[config.mk]
export PLATFORM = sky130hd
export DESIGN_NAME = ssb_spi_buffer
export DESIGN_NICKNAME = d
export VERILOG_FILES = /design/src/rtl/ssb_pkg.sv /design/src/rtl/ssb_spi_buffer.sv
export SDC_FILE = /design/constraint.sdc
export NUM_CORES = 1
export LEC_CHECK = 0
export BUFFER_PORTS_ARGS = -buffer_cell sky130_fd_sc_hd__buf_2
export CORE_ASPECT_RATIO = 1.2
export CORE_MARGIN = 2
export CORE_UTILIZATION = 50
export CTS_CLUSTER_DIAMETER = 30
export DETAILED_ROUTE_END_ITERATION = 10
export PLACE_DENSITY = 0.87
export SKIP_CTS_REPAIR_TIMING = 1
export SLEW_MARGIN = 20
export SYNTH_ARGS = -nofsm -noshare
export SYNTH_HDL_FRONTEND = slang
export SYNTH_SLANG_ARGS = --single-unit
[constraint.sdc]
create_clock -name clk_sys_in -period 7.03 [get_ports clk_sys_in]
set_input_delay 0.3515 -clock clk_sys_in [delete_from_list [all_inputs] [get_ports clk_sys_in]]
set_output_delay 0.3515 -clock clk_sys_in [all_outputs]
set_load 0.02 [all_outputs]
[src/rtl/ssb_pkg.sv]
// Constants, register map and carrier types of the SPI status and data buffer.
// Assumes a single 40 MHz system clock; every link pin is asynchronous to it.
package ssb_pkg;
  // ----------------------------------------------------------------
  // Timing
  // ----------------------------------------------------------------
  localparam int SSB_SYS_PERIOD_NS  = 25;
  localparam int SSB_SCLK_PERIOD_NS = 200;
  localparam int SSB_HALF_CYC       = SSB_SCLK_PERIOD_NS / (2 * SSB_SYS_PERIOD_NS);

  // ----------------------------------------------------------------
  // Register map (byte addresses)
  // ----------------------------------------------------------------
  localparam int         SSB_AW       = 5;
  localparam logic [4:0] SSB_STATUS   = 5'h00;
  localparam logic [4:0] SSB_DATA     = 5'h04;
  localparam logic [4:0] SSB_CTRL1    = 5'h08;
  localparam logic [4:0] SSB_EVT      = 5'h0c;
  localparam logic [4:0] SSB_MASK     = 5'h10;

  // Status bits
  localparam int SSB_RF_BIT   = 7;
  localparam int SSB_TEF_BIT  = 5;
  localparam int SSB_MODE_FAULT_FLAG_BIT = 4;

  // Control register one bits
  localparam int SSB_MASTER_SELECT_BIT = 0;
  localparam int SSB_SLAVE_SELECT_OUTPUT_ENABLE_BIT = 1;
  localparam int SSB_MFEN_BIT = 2;
  localparam int SSB_TIE_BIT  = 3;

  // Event bits (sticky status and mask share this layout)
  localparam int SSB_EV_RX   = 0;
  localparam int SSB_EV_TX   = 1;
  localparam int SSB_EV_MODE_FAULT_FLAG = 2;
  localparam int SSB_EV_OVR  = 3;

  localparam logic [7:0] SSB_DATA_RST = 8'h00;
  localparam logic [3:0] SSB_CTRL_RST = 4'h0;
  localparam logic [2:0] SSB_LAST_BIT = 3'h7;

  // ----------------------------------------------------------------
  // Carrier types
  // ----------------------------------------------------------------
  typedef enum logic {SSB_IDLE, SSB_SHIFT} ssb_link_t;

  typedef struct packed {
    logic              read;
    logic              write;
    logic [SSB_AW-1:0] address;
    logic [31:0]       writedata;
  } ssb_avm_req_t;

  typedef struct packed {
    logic sclk;
    logic mosi;
    logic miso;
    logic ss_n;
  } ssb_pin_in_t;

  typedef struct packed {
    logic sclk;
    logic sclk_oe;
    logic mosi;
    logic mosi_oe;
    logic miso;
    logic miso_oe;
    logic ss_n;
    logic ss_n_oe;
  } ssb_pin_out_t;
endpackage : ssb_pkg

[src/rtl/ssb_spi_buffer.sv]
// SPI status flags, double-buffered transmit path, receive buffer and
// Avalon-MM register slave, with a simple mode-0 shifter for either role.
// Assumes link pins arrive asynchronous to clk_sys_in; the bench resolves
// two-way pins from the output enables.
//
// Notes on behaviour
// RQ1 - Transfer completion sets receive-full flag
// RQ2 - Status read then data read clears receive-full
// RQ3 - Transmit-empty shows room in transmit buffer
// RQ4 - Status read then data write clears transmit-empty
// RQ5 - Data write without armed status read ignored
// RQ6 - Transmit-empty with enable raises interrupt request
// RQ7 - Buffer-to-shifter move sets transmit-empty
// RQ8 - Idle block loads shifter within two cycles
// RQ9 - Queued byte moves after shifter finishes
// RQ10 - Master with slave select low sets fault
// RQ11 - Fault input only when master, enabled, no output
// RQ12 - Status read then control write clears fault
// RQ13 - Data reads receive buffer, writes transmit buffer
// RQ14 - Master starts transfer when byte written
// RQ15 - Software writes data only while empty flag
// RQ16 - Software reads data before next completion
// RQ17 - Unread buffer at completion drops new byte
// RQ18 - Unused status bits read zero, ignore writes
//
// The Avalon-MM slave port and the address map were decided locally.
`timescale 1ns/1ps
module ssb_spi_buffer
  import ssb_pkg::*;
#(
  parameter int HALF_CYC = SSB_HALF_CYC
) (
  input  wire logic         clk_sys_in,
  input  wire logic         rst_in,
  input  wire ssb_avm_req_t avm_req_in,
  output logic [31:0]       avm_readdata_out,
  output logic              avm_waitrequest_out,
  input  wire ssb_pin_in_t  pin_in,
  output ssb_pin_out_t      pin_out,
  output logic              tx_req_out,
  output logic              irq_out
);

  // ----------------------------------------------------------------
  // State
  // ----------------------------------------------------------------
  typedef struct packed {
    logic        ack;
    logic [31:0] rdata;
    logic [3:0]  ctrl;
    logic        rf;
    logic        tef;
    logic        mode_fault_flag;
    logic        rf_arm;
    logic        tef_arm;
    logic        mode_fault_flag_arm;
    logic [7:0]  rxbuf;
    logic [7:0]  txbuf;
    logic        txfull;
    logic [7:0]  shf;
    logic [7:0]  rxsh;
    ssb_link_t   link;
    logic [2:0]  bitcnt;
    logic [7:0]  div;
    logic        sclk;
    logic [2:0]  sclk_s;
    logic [1:0]  mosi_s;
    logic [1:0]  miso_s;
    logic [1:0]  ss_s;
    logic [3:0]  evt;
    logic [3:0]  mask;
  } ssb_state_t;

  localparam logic [7:0] DIV_LAST = 8'(HALF_CYC - 1);

  ssb_state_t r_ff;
  ssb_state_t nxt_r;

  function automatic logic hit(input logic [SSB_AW-1:0] a, input logic [SSB_AW-1:0] off);
    hit = (a == off);
  endfunction : hit

  logic       req;
  logic       acc;
  logic       master_select;
  logic       fault_cond;
  logic       mode_fault_flag_set;
  logic       rise;
  logic       fall;
  logic       done;
  logic       rf_clr;
  logic       load;
  logic       dwr_ok;
  logic       ovr;
  logic [7:0] rx_byte;
  logic [7:0] status_rd;

  // ----------------------------------------------------------------
  // Next state
  // ----------------------------------------------------------------
  always_comb begin
    nxt_r = r_ff;
    req   = avm_req_in.read | avm_req_in.write;
    acc   = req & r_ff.ack;
    master_select  = r_ff.ctrl[SSB_MASTER_SELECT_BIT];

    // Synchronisers: only the second stage and later are read
    nxt_r.sclk_s = {r_ff.sclk_s[1:0], pin_in.sclk};
    nxt_r.mosi_s = {r_ff.mosi_s[0], pin_in.mosi};
    nxt_r.miso_s = {r_ff.miso_s[0], pin_in.miso};
    nxt_r.ss_s   = {r_ff.ss_s[0], pin_in.ss_n};

    fault_cond = master_select & r_ff.ctrl[SSB_MFEN_BIT] & ~r_ff.ctrl[SSB_SLAVE_SELECT_OUTPUT_ENABLE_BIT]; // RQ11
    mode_fault_flag_set   = fault_cond & ~r_ff.ss_s[1]; // RQ10

    status_rd = 8'h00; // RQ18
    status_rd[SSB_RF_BIT]   = r_ff.rf;
    status_rd[SSB_TEF_BIT]  = r_ff.tef;
    status_rd[SSB_MODE_FAULT_FLAG_BIT] = r_ff.mode_fault_flag;

    // Bus slave: one wait cycle, read data captured while waiting
    nxt_r.ack = req & ~r_ff.ack;
    if (avm_req_in.read && !r_ff.ack) begin
      nxt_r.rdata = 32'h0000_0000;
      if (hit(avm_req_in.address, SSB_STATUS)) begin
        nxt_r.rdata[7:0] = status_rd;
      end else if (hit(avm_req_in.address, SSB_DATA)) begin
        nxt_r.rdata[7:0] = r_ff.rxbuf; // RQ13
      end else if (hit(avm_req_in.address, SSB_CTRL1)) begin
        nxt_r.rdata[3:0] = r_ff.ctrl;
      end else if (hit(avm_req_in.address, SSB_EVT)) begin
        nxt_r.rdata[3:0] = r_ff.evt;
      end else if (hit(avm_req_in.address, SSB_MASK)) begin
        nxt_r.rdata[3:0] = r_ff.mask;
      end
    end

    // Arming by a status read that saw the flag set
    if (acc && avm_req_in.read && hit(avm_req_in.address, SSB_STATUS)) begin
      nxt_r.rf_arm   = r_ff.rdata[SSB_RF_BIT];
      nxt_r.tef_arm  = r_ff.rdata[SSB_TEF_BIT];
      nxt_r.mode_fault_flag_arm = r_ff.rdata[SSB_MODE_FAULT_FLAG_BIT];
    end

    rf_clr = acc & avm_req_in.read & hit(avm_req_in.address, SSB_DATA) & r_ff.rf_arm; // RQ2
    if (rf_clr) begin
      nxt_r.rf     = 1'b0;
      nxt_r.rf_arm = 1'b0;
    end

    dwr_ok = acc & avm_req_in.write & hit(avm_req_in.address, SSB_DATA) & r_ff.tef_arm; // RQ5
    if (dwr_ok) begin
      nxt_r.txbuf   = avm_req_in.writedata[7:0]; // RQ13
      nxt_r.txfull  = 1'b1;
      nxt_r.tef     = 1'b0; // RQ4
      nxt_r.tef_arm = 1'b0;
    end

    if (acc && avm_req_in.write && hit(avm_req_in.address, SSB_CTRL1)) begin
      nxt_r.ctrl = avm_req_in.writedata[3:0];
      if (r_ff.mode_fault_flag_arm) begin
        nxt_r.mode_fault_flag     = 1'b0; // RQ12
        nxt_r.mode_fault_flag_arm = 1'b0;
      end
    end
    if (acc && avm_req_in.write && hit(avm_req_in.address, SSB_MASK)) begin
      nxt_r.mask = avm_req_in.writedata[3:0];
    end

    // ----------------------------------------------------------------
    // Link edges: master makes its own clock, slave follows the pin
    // ----------------------------------------------------------------
    rise = 1'b0;
    fall = 1'b0;
    if (master_select) begin
      if (r_ff.link == SSB_SHIFT) begin
        if (r_ff.div == DIV_LAST) begin
          nxt_r.div  = 8'h00;
          nxt_r.sclk = ~r_ff.sclk;
          rise       = ~r_ff.sclk;
          fall       = r_ff.sclk;
        end else begin
          nxt_r.div = r_ff.div + 8'h01;
        end
      end
    end else if (!r_ff.ss_s[1]) begin
      rise = r_ff.sclk_s[1] & ~r_ff.sclk_s[2];
      fall = ~r_ff.sclk_s[1] & r_ff.sclk_s[2];
    end

    rx_byte = r_ff.rxsh;
    done    = 1'b0;
    if (rise) begin
      nxt_r.rxsh = {r_ff.rxsh[6:0], master_select ? r_ff.miso_s[1] : r_ff.mosi_s[1]};
      rx_byte    = nxt_r.rxsh;
    end
    if (fall) begin
      if (r_ff.bitcnt == SSB_LAST_BIT) begin
        done         = 1'b1;
        nxt_r.bitcnt = 3'h0;
        nxt_r.link   = SSB_IDLE;
      end else begin
        nxt_r.bitcnt = r_ff.bitcnt + 3'h1;
        nxt_r.shf    = {r_ff.shf[6:0], 1'b0};
      end
    end
    // A slave deselected mid-byte starts the next byte afresh
    if (!master_select && r_ff.ss_s[1]) begin
      nxt_r.bitcnt = 3'h0;
    end

    // Completion: set beats a clear in the same cycle
    ovr = 1'b0;
    if (done) begin
      if (r_ff.rf && !rf_clr) begin
        ovr = 1'b1; // RQ17
      end else begin
        nxt_r.rxbuf = r_ff.rxsh;
        nxt_r.rf    = 1'b1; // RQ1
      end
    end

    // Buffer to shifter once the shifter is free; a slave only swaps
    // between bytes so the peer never sees a half-changed shifter
    load = r_ff.txfull & (r_ff.link == SSB_IDLE) & ~done
           & (master_select ? ~r_ff.mode_fault_flag : (r_ff.ss_s[1] | r_ff.bitcnt == 3'h0)); // RQ8 RQ9
    if (load) begin
      nxt_r.shf    = r_ff.txbuf;
      nxt_r.txfull = 1'b0;
      nxt_r.tef    = 1'b1; // RQ7
      nxt_r.link   = SSB_SHIFT; // RQ14
      nxt_r.div    = 8'h00;
      nxt_r.sclk   = 1'b0;
    end

    // A second master steals the link: abort and drop back to slave
    if (mode_fault_flag_set) begin
      nxt_r.mode_fault_flag                 = 1'b1;
      nxt_r.ctrl[SSB_MASTER_SELECT_BIT]   = 1'b0;
      nxt_r.link                 = SSB_IDLE;
      nxt_r.bitcnt               = 3'h0;
      nxt_r.sclk                 = 1'b0;
    end

    // Sticky events, write one to clear, set wins
    nxt_r.evt = r_ff.evt;
    if (acc && avm_req_in.write && hit(avm_req_in.address, SSB_EVT)) begin
      nxt_r.evt = r_ff.evt & ~avm_req_in.writedata[3:0];
    end
    nxt_r.evt[SSB_EV_RX]   = nxt_r.evt[SSB_EV_RX] | (done & ~ovr);
    nxt_r.evt[SSB_EV_TX]   = nxt_r.evt[SSB_EV_TX] | load;
    nxt_r.evt[SSB_EV_MODE_FAULT_FLAG] = nxt_r.evt[SSB_EV_MODE_FAULT_FLAG] | (mode_fault_flag_set & ~r_ff.mode_fault_flag);
    nxt_r.evt[SSB_EV_OVR]  = nxt_r.evt[SSB_EV_OVR] | ovr;
  end

  always_ff @(posedge clk_sys_in) begin
    if (rst_in) begin
      r_ff        <= '0;
      r_ff.tef    <= 1'b1; // RQ3
      r_ff.link   <= SSB_IDLE;
      r_ff.ctrl   <= SSB_CTRL_RST;
      r_ff.rxbuf  <= SSB_DATA_RST;
      r_ff.txbuf  <= SSB_DATA_RST;
      r_ff.sclk_s <= 3'h0;
      r_ff.ss_s   <= 2'h3;
    end else begin
      r_ff <= nxt_r;
    end
  end

  // ----------------------------------------------------------------
  // Outputs
  // ----------------------------------------------------------------
  assign avm_waitrequest_out = req & ~r_ff.ack;
  assign avm_readdata_out    = r_ff.rdata;
  assign tx_req_out          = r_ff.tef & r_ff.ctrl[SSB_TIE_BIT]; // RQ6
  assign irq_out             = |(r_ff.evt & r_ff.mask);

  always_comb begin
    pin_out.sclk    = r_ff.sclk;
    pin_out.sclk_oe = master_select;
    pin_out.mosi    = r_ff.shf[7];
    pin_out.mosi_oe = master_select;
    pin_out.miso    = r_ff.shf[7];
    pin_out.miso_oe = ~master_select & ~r_ff.ss_s[1];
    pin_out.ss_n    = r_ff.link != SSB_SHIFT;
    pin_out.ss_n_oe = master_select & r_ff.ctrl[SSB_SLAVE_SELECT_OUTPUT_ENABLE_BIT] & r_ff.ctrl[SSB_MFEN_BIT];
  end
endmodule : ssb_spi_buffer

## Word-level counts from Yosys, hierarchy flattened

Index checks and enable logic that the tools add are counted.
Widths: inputs -> output; s select.

| storage, ports and cells | value |
|---|---|
| logic and storage cells | 146 |
| flip-flop bits (word level) | 82 |
| memories | 0 |
| memory bits (writable) | 0 |
| output and inout bits | 43 |
| bits in read-only memories | 0 |
| bits in latches | 0 |
| input port bits | 45 |

| cells by class | value |
|---|---|
| bitwise gates (word level) | 43 |
| $add $sub $neg | 2 |
| eq/ne operators | 7 |
| reduce and logical (&&, ||, !) cells | 31 |
| multipliers | 0 |
| multiplexer cells | 38 |
| shifts and indexed selects | 0 |
| divide/modulo/power cells | 0 |
| magnitude comparators | 0 |

Operators with widths:

| operator | number |
|---|---|
| $mux 8 | 5 |
| $mux 4 | 7 |
| $mux 1 | 25 |
| $and 1x1->1 | 22 |
| $not 1->1 | 12 |
| $eq 5x4->1 const B | 2 |
| $reduce_and 2->1 | 5 |
| $logic_and 1x1->1 | 9 |
| $add 8x1->8 const B | 1 |
| $and 4x4->4 | 2 |
| $eq 8x2->1 const B | 1 |
| $reduce_bool 2->1 | 4 |
| $reduce_or 2->1 | 4 |
| $or 1x1->1 | 6 |
| $reduce_or 3->1 | 2 |
| $eq 5x3->1 const B | 1 |
| $eq 5x5->1 const B | 1 |
| $logic_not 5->1 | 1 |
| $not 4->4 | 1 |
| $reduce_or 4->1 | 1 |
| $add 3x1->3 const B | 1 |
| $eq 3x3->1 const B | 1 |
| $logic_not 1->1 | 3 |
| $logic_not 3->1 | 1 |
| 3 further kinds | 3 |

## Logic depth before layout (Yosys ltp)

| depth | value |
|---|---|
| depth in word-level cells | 12 |
| gate-level depth with buffers | 7 |
| depth with buffers taken out | 6 |

## Worst setup path before layout

OpenSTA, ideal clock, no wires.

| timing path | value |
|---|---|
| path type | register to register |
| start point | reg r_ff[18] (netlist name) |
| end point | reg r_ff[44] (netlist name) |
| setup slack | 4.729 ns |
| buffers on the path | 2 |
| library setup time | 0.149 ns |
| data arrival time | 2.152 ns |
| period minus slack after synthesis | 2.301 ns |
| cell stages (with the launch flop) | 8 |
| required time | 6.881 ns |
| cell sequence | dfxtp_1 ha_1 or4b_4 buf_6 or3_4 buf_6 a2111oi_0 a2111oi_1 |

| between the ends | value |
|---|---|
| cells in the longest elaborated chain, start to end | 10 |
| elaborated cells on any way between the ends | 12 |
| classes of those cells | eq/ne (2); mux (5); bitwise (3); reduce/logical (2) |

RTL lines:

| element | RTL line | RTL |
|---|---|---|
| start, declared | ssb_spi_buffer.sv:76 | `ssb_state_t r_ff;` |
| start signal, assigned | ssb_spi_buffer.sv:267 | `r_ff <= nxt_r;` |
| $eq 8x2->1 (*) | ssb_spi_buffer.sv:177 | `if (r_ff.div == DIV_LAST) begin` |
| $mux 1 (*) | ssb_spi_buffer.sv:177 |  |
| $mux 1 (*) | ssb_spi_buffer.sv:176 | `if (r_ff.link == SSB_SHIFT) begin` |
| $mux 1 (*) | ssb_spi_buffer.sv:175 | `if (master_select) begin` |
| $mux 1 | ssb_spi_buffer.sv:197 | `if (fall) begin` |
| $not 1->1 | ssb_spi_buffer.sv:225 | `load = r_ff.txfull & (r_ff.link == SSB_IDLE) & ~done` |
| $and 1x1->1 | ssb_spi_buffer.sv:225 |  |
| $and 1x1->1 | ssb_spi_buffer.sv:226 | `& (master_select ? ~r_ff.mode_fault_flag : (r_ff.ss_s[1] \| r_ff.bitcnt == 3'h0));` |
| $ne 2x2->1 (no line) or $reduce_bool 2->1 (tied branches) | n/a |  |
| $reduce_and 2->1 (no line) | n/a |  |

Every way passes the cells marked *; elsewhere a longest branch is shown, timed or not.
A chain may end at the register's enable or synchronous reset.

## Worst setup path after layout

| timing path | value |
|---|---|
| start point | reg r_ff, in the netlist pin_out[4] |
| end point | reg r_ff[39] (netlist name) |

| between the ends | value |
|---|---|
| cells in the longest elaborated chain, start to end | 7 |
| elaborated cells on any way between the ends | 10 |
| classes of those cells | eq/ne (1); mux (4); bitwise (3); reduce/logical (2) |

RTL lines:

| element | RTL line |
|---|---|
| $mux 1 | ssb_spi_buffer.sv:175 |
| $mux 1 | ssb_spi_buffer.sv:197 |
| $not 1->1 | ssb_spi_buffer.sv:225 |
| $and 1x1->1 | ssb_spi_buffer.sv:225 |
| $and 1x1->1 | ssb_spi_buffer.sv:226 |
| $ne 2x2->1 (no line) or $reduce_bool 2->1 (tied branches) | n/a |
| $reduce_and 2->1 (no line) | n/a |

Several ways; a longest one is shown, not always the timed one.

==> impl_metrics.ini <==
[run_status]
outcome = finished, final reports clean

[worst_setup_path]
end_kind = flip-flop
r2r_slack_ps = 4470
path_class = reg2reg
critPathLaunchType = flip-flop
critical_path.max_stage_delay_ps = 880
crit_chain = nor2_1, a211oi_1, a2111oi_0, a2111oi_0
crit_slowest_cell = a211oi_1
cp_data_arrival_time_ps = 2780
reg2reg_depth = 4
cp_max_fo = 18
required_ps = 7260
crit_top_cell = a2111oi_0

[floorplanning]
io_pins = 88
floorplan.initialDensity = 0.513
dieArea_sq_um = 8550
rows = 35
core_area_sq_um = 7620
die_w_um = 84.7
die-height_um = 101

[timing]
fin_crit_sh = 0.363
slew_headroom = 0.299
rsz0062_at_grt = false
finalHoldViolations = 0
maxSlewViolCount = 0
clock.fmax_mhz = 391
setup_tns_ps = 0
fin_worst_skew_ps = 12.6
finalSetupViolCount = 0
layout_min_cycle_time_ps = 2560
tightest_slew_ps = 1050

[place]
dp_cells = 519
gp_congestion = 0.810
dpl.hpwl_um = 5490
placed_cell_area_sq_um = 3930
io_buffers = 39

[min_path]
holdPathStages = 2
hold_path.class = in2reg

[global_route]
first_global_vias = 2742
grt_pass1_wl_um = 12500
grt_overflow = 0
antenna_found_initial = 0
grt_usage = 0.181
grt_max_degree = 72

[detailed_routing]
drt-pass1-iter-count = 4
drtAntennaViolNets = 0
finalWirelength_um = 7630
drt-wirelength-per-cell_um = 14.3
via_per_inst = 5.58
vias = 2980
drt_iter0_drc = 239
detail_route.drc_violations = 0

[clock_tree]
clock_tree.htree_level_count = 3
cts_buffer_depth = 2
cts_sinks = 82
clk_latency_ps = 350
cts_buffers = 9
clkSlewWorstSetupHoldPaths_ps = 80
cts_root_buffer = clkbuf_8
cts_tree = built

[logic_synthesis]
synth_edf_count = 0
ys_seq_area_frac = 0.420
synth-main-ff-cell = dfxtp_1
synth_top_area_frac = 0.420
syn_area_per_cell_sq_um = 9.29
netlist_area_sq_um = 3910
ys_top_cells_by_area = dfxtp_1, mux2i_1, buf_4
synth_warnings = 0
synth_top_area_cell = dfxtp_1
syn_inst = 421
ys_ff_latch = 82
async_reset_ff_frac = 0
synth_cell_types = 52

[power]
p_int_mw = 0.678
p_seq_frac = 0.537
pwr-share-comb = 0.052
power.density_nw_per_um2 = 211
netSwitchingFraction = 0.226
vdd_ir_drop_max_mv = 0.139
clkPwrFrac = 0.412
p_switching_mw = 0.197
cellLeakagePower_nw = 1.71
p_total_mw = 0.875

[run]
maxCapViolations = 0

[layout]
final_cells = 534
final_area_sq_um = 4140
drive_gt1_frac = 0.158
n_antenna_cell = 0
area_delta_synth_final_pct = 5.89
post-route-util = 0.543
final_nets = 487
[stage by stage]
step	worst slack (ps)	hold WS (ps)
after floorplan	4730	389
after global placement	4550	396
after detailed placement	4480	404
after CTS	4460	166
after global routing	4310	184
final	4470	177
[state kept, by name, summed over array words and instances, names as in the netlist]
register,flops
nxt_r,5
pin_out,3
avm_readdata_out,8
r_ff,66
[critical path, delay by kind of cell (launching register included)]
family           cells  cell delay [ps]
AO/OA/AOI/OAI        3             1520
flip-flops           1              710
AND/OR/NAND/NOR      1              200
[cells in the mapped netlist, drive strengths merged (2+ instances only)]
library cell,number
dfxtp,82
buf,46
mux2i,37
nor2,33
nand2b,22
nor3,19
a21oi,17
inv,17
a2111oi,15
clkbuf,14
o21ai,12
nand2,11
nand4,10
a22oi,9
nor2b,8
nand3,7
xor2,7
and2,5
and3,5
o211ai,5
a211oi,4
ha,4
or4b,4
a211o,2
a21o,2
nor4,2
nor4b,2
o21bai,2
o22ai,2
or2,2
or2b,2
or3,2
[area by class of cell]
cell class / count / area (sq um)
multi-input combinational: 285 / 1890
fill: 667 / 3480
inverter: 17 / 63.8
tap: 92 / 115
clock buffer: 10 / 128
timing repair buffer: 43 / 225
sequential: 82 / 1640
clock inverter: 5 / 80.1
[metal layers]
metal | share of wire | vias up | GRT usage
li1 | - | 1458 | -
met1 | 0.44 | 1419 | 0.228
met2 | 0.49 | 88 | 0.304
met3 | 0.047 | 15 | 0.0303
met4 | 0.021 | 0 | 0.0842
met5 | 0 | - | 0
[cells in the final DEF, fill, tap and decap left out, drive strengths merged, types with 4 or more instances in the layout]
master   count
a2111oi     15
a211oi       4
a21oi       17
a22oi        9
and2         5
and3         5
buf         43
clkbuf      10
conb        24
dfxtp       82
ha           4
inv         17
mux2i       37
nand2       11
nand2b      22
nand3        7
nand4       10
nor2        33
nor2b        8
nor3        19
o211ai       5
o21ai       12
or4b         4
xor2         7
[power groups by stage]
| stage | logic, mW | clock network, mW | registers [mW] |
|---|---|---|---|
| finish | 0.0453 | 0.360 | 0.470 |
| global route | 0.0498 | 0.381 | 0.470 |
| CTS | 0.0449 | 0.367 | 0.470 |
| detailed placement | 0.0448 | 0 | 0.481 |
| global placement | 0.0439 | 0 | 0.480 |
| floorplan | 0.0437 | 0 | 0.480 |
[path summary, 6_finish.rpt]
kind                                 from                     to
hold / removal                  pin_in[0]    nxt_r[9]$_SDFF_PP1_
hold reg to reg       nxt_r[9]$_SDFF_PP1_     r_ff[9]$_SDFF_PP1_
setup / recovery  pin_out[4]$_SDFFE_PP0P_  r_ff[39]$_SDFFE_PP0P_
setup reg to reg  pin_out[4]$_SDFFE_PP0P_  r_ff[39]$_SDFFE_PP0P_
[cells by family after synthesis]
family,synth area share
compound gates,0.132
xor+xnor,0.0179
fa+ha+maj,0.0128
buf+inv,0.120
flops,0.420
mux,0.0947
other cells,0.000959
simple gates,0.202
Power figures use the tool's default switching activity.
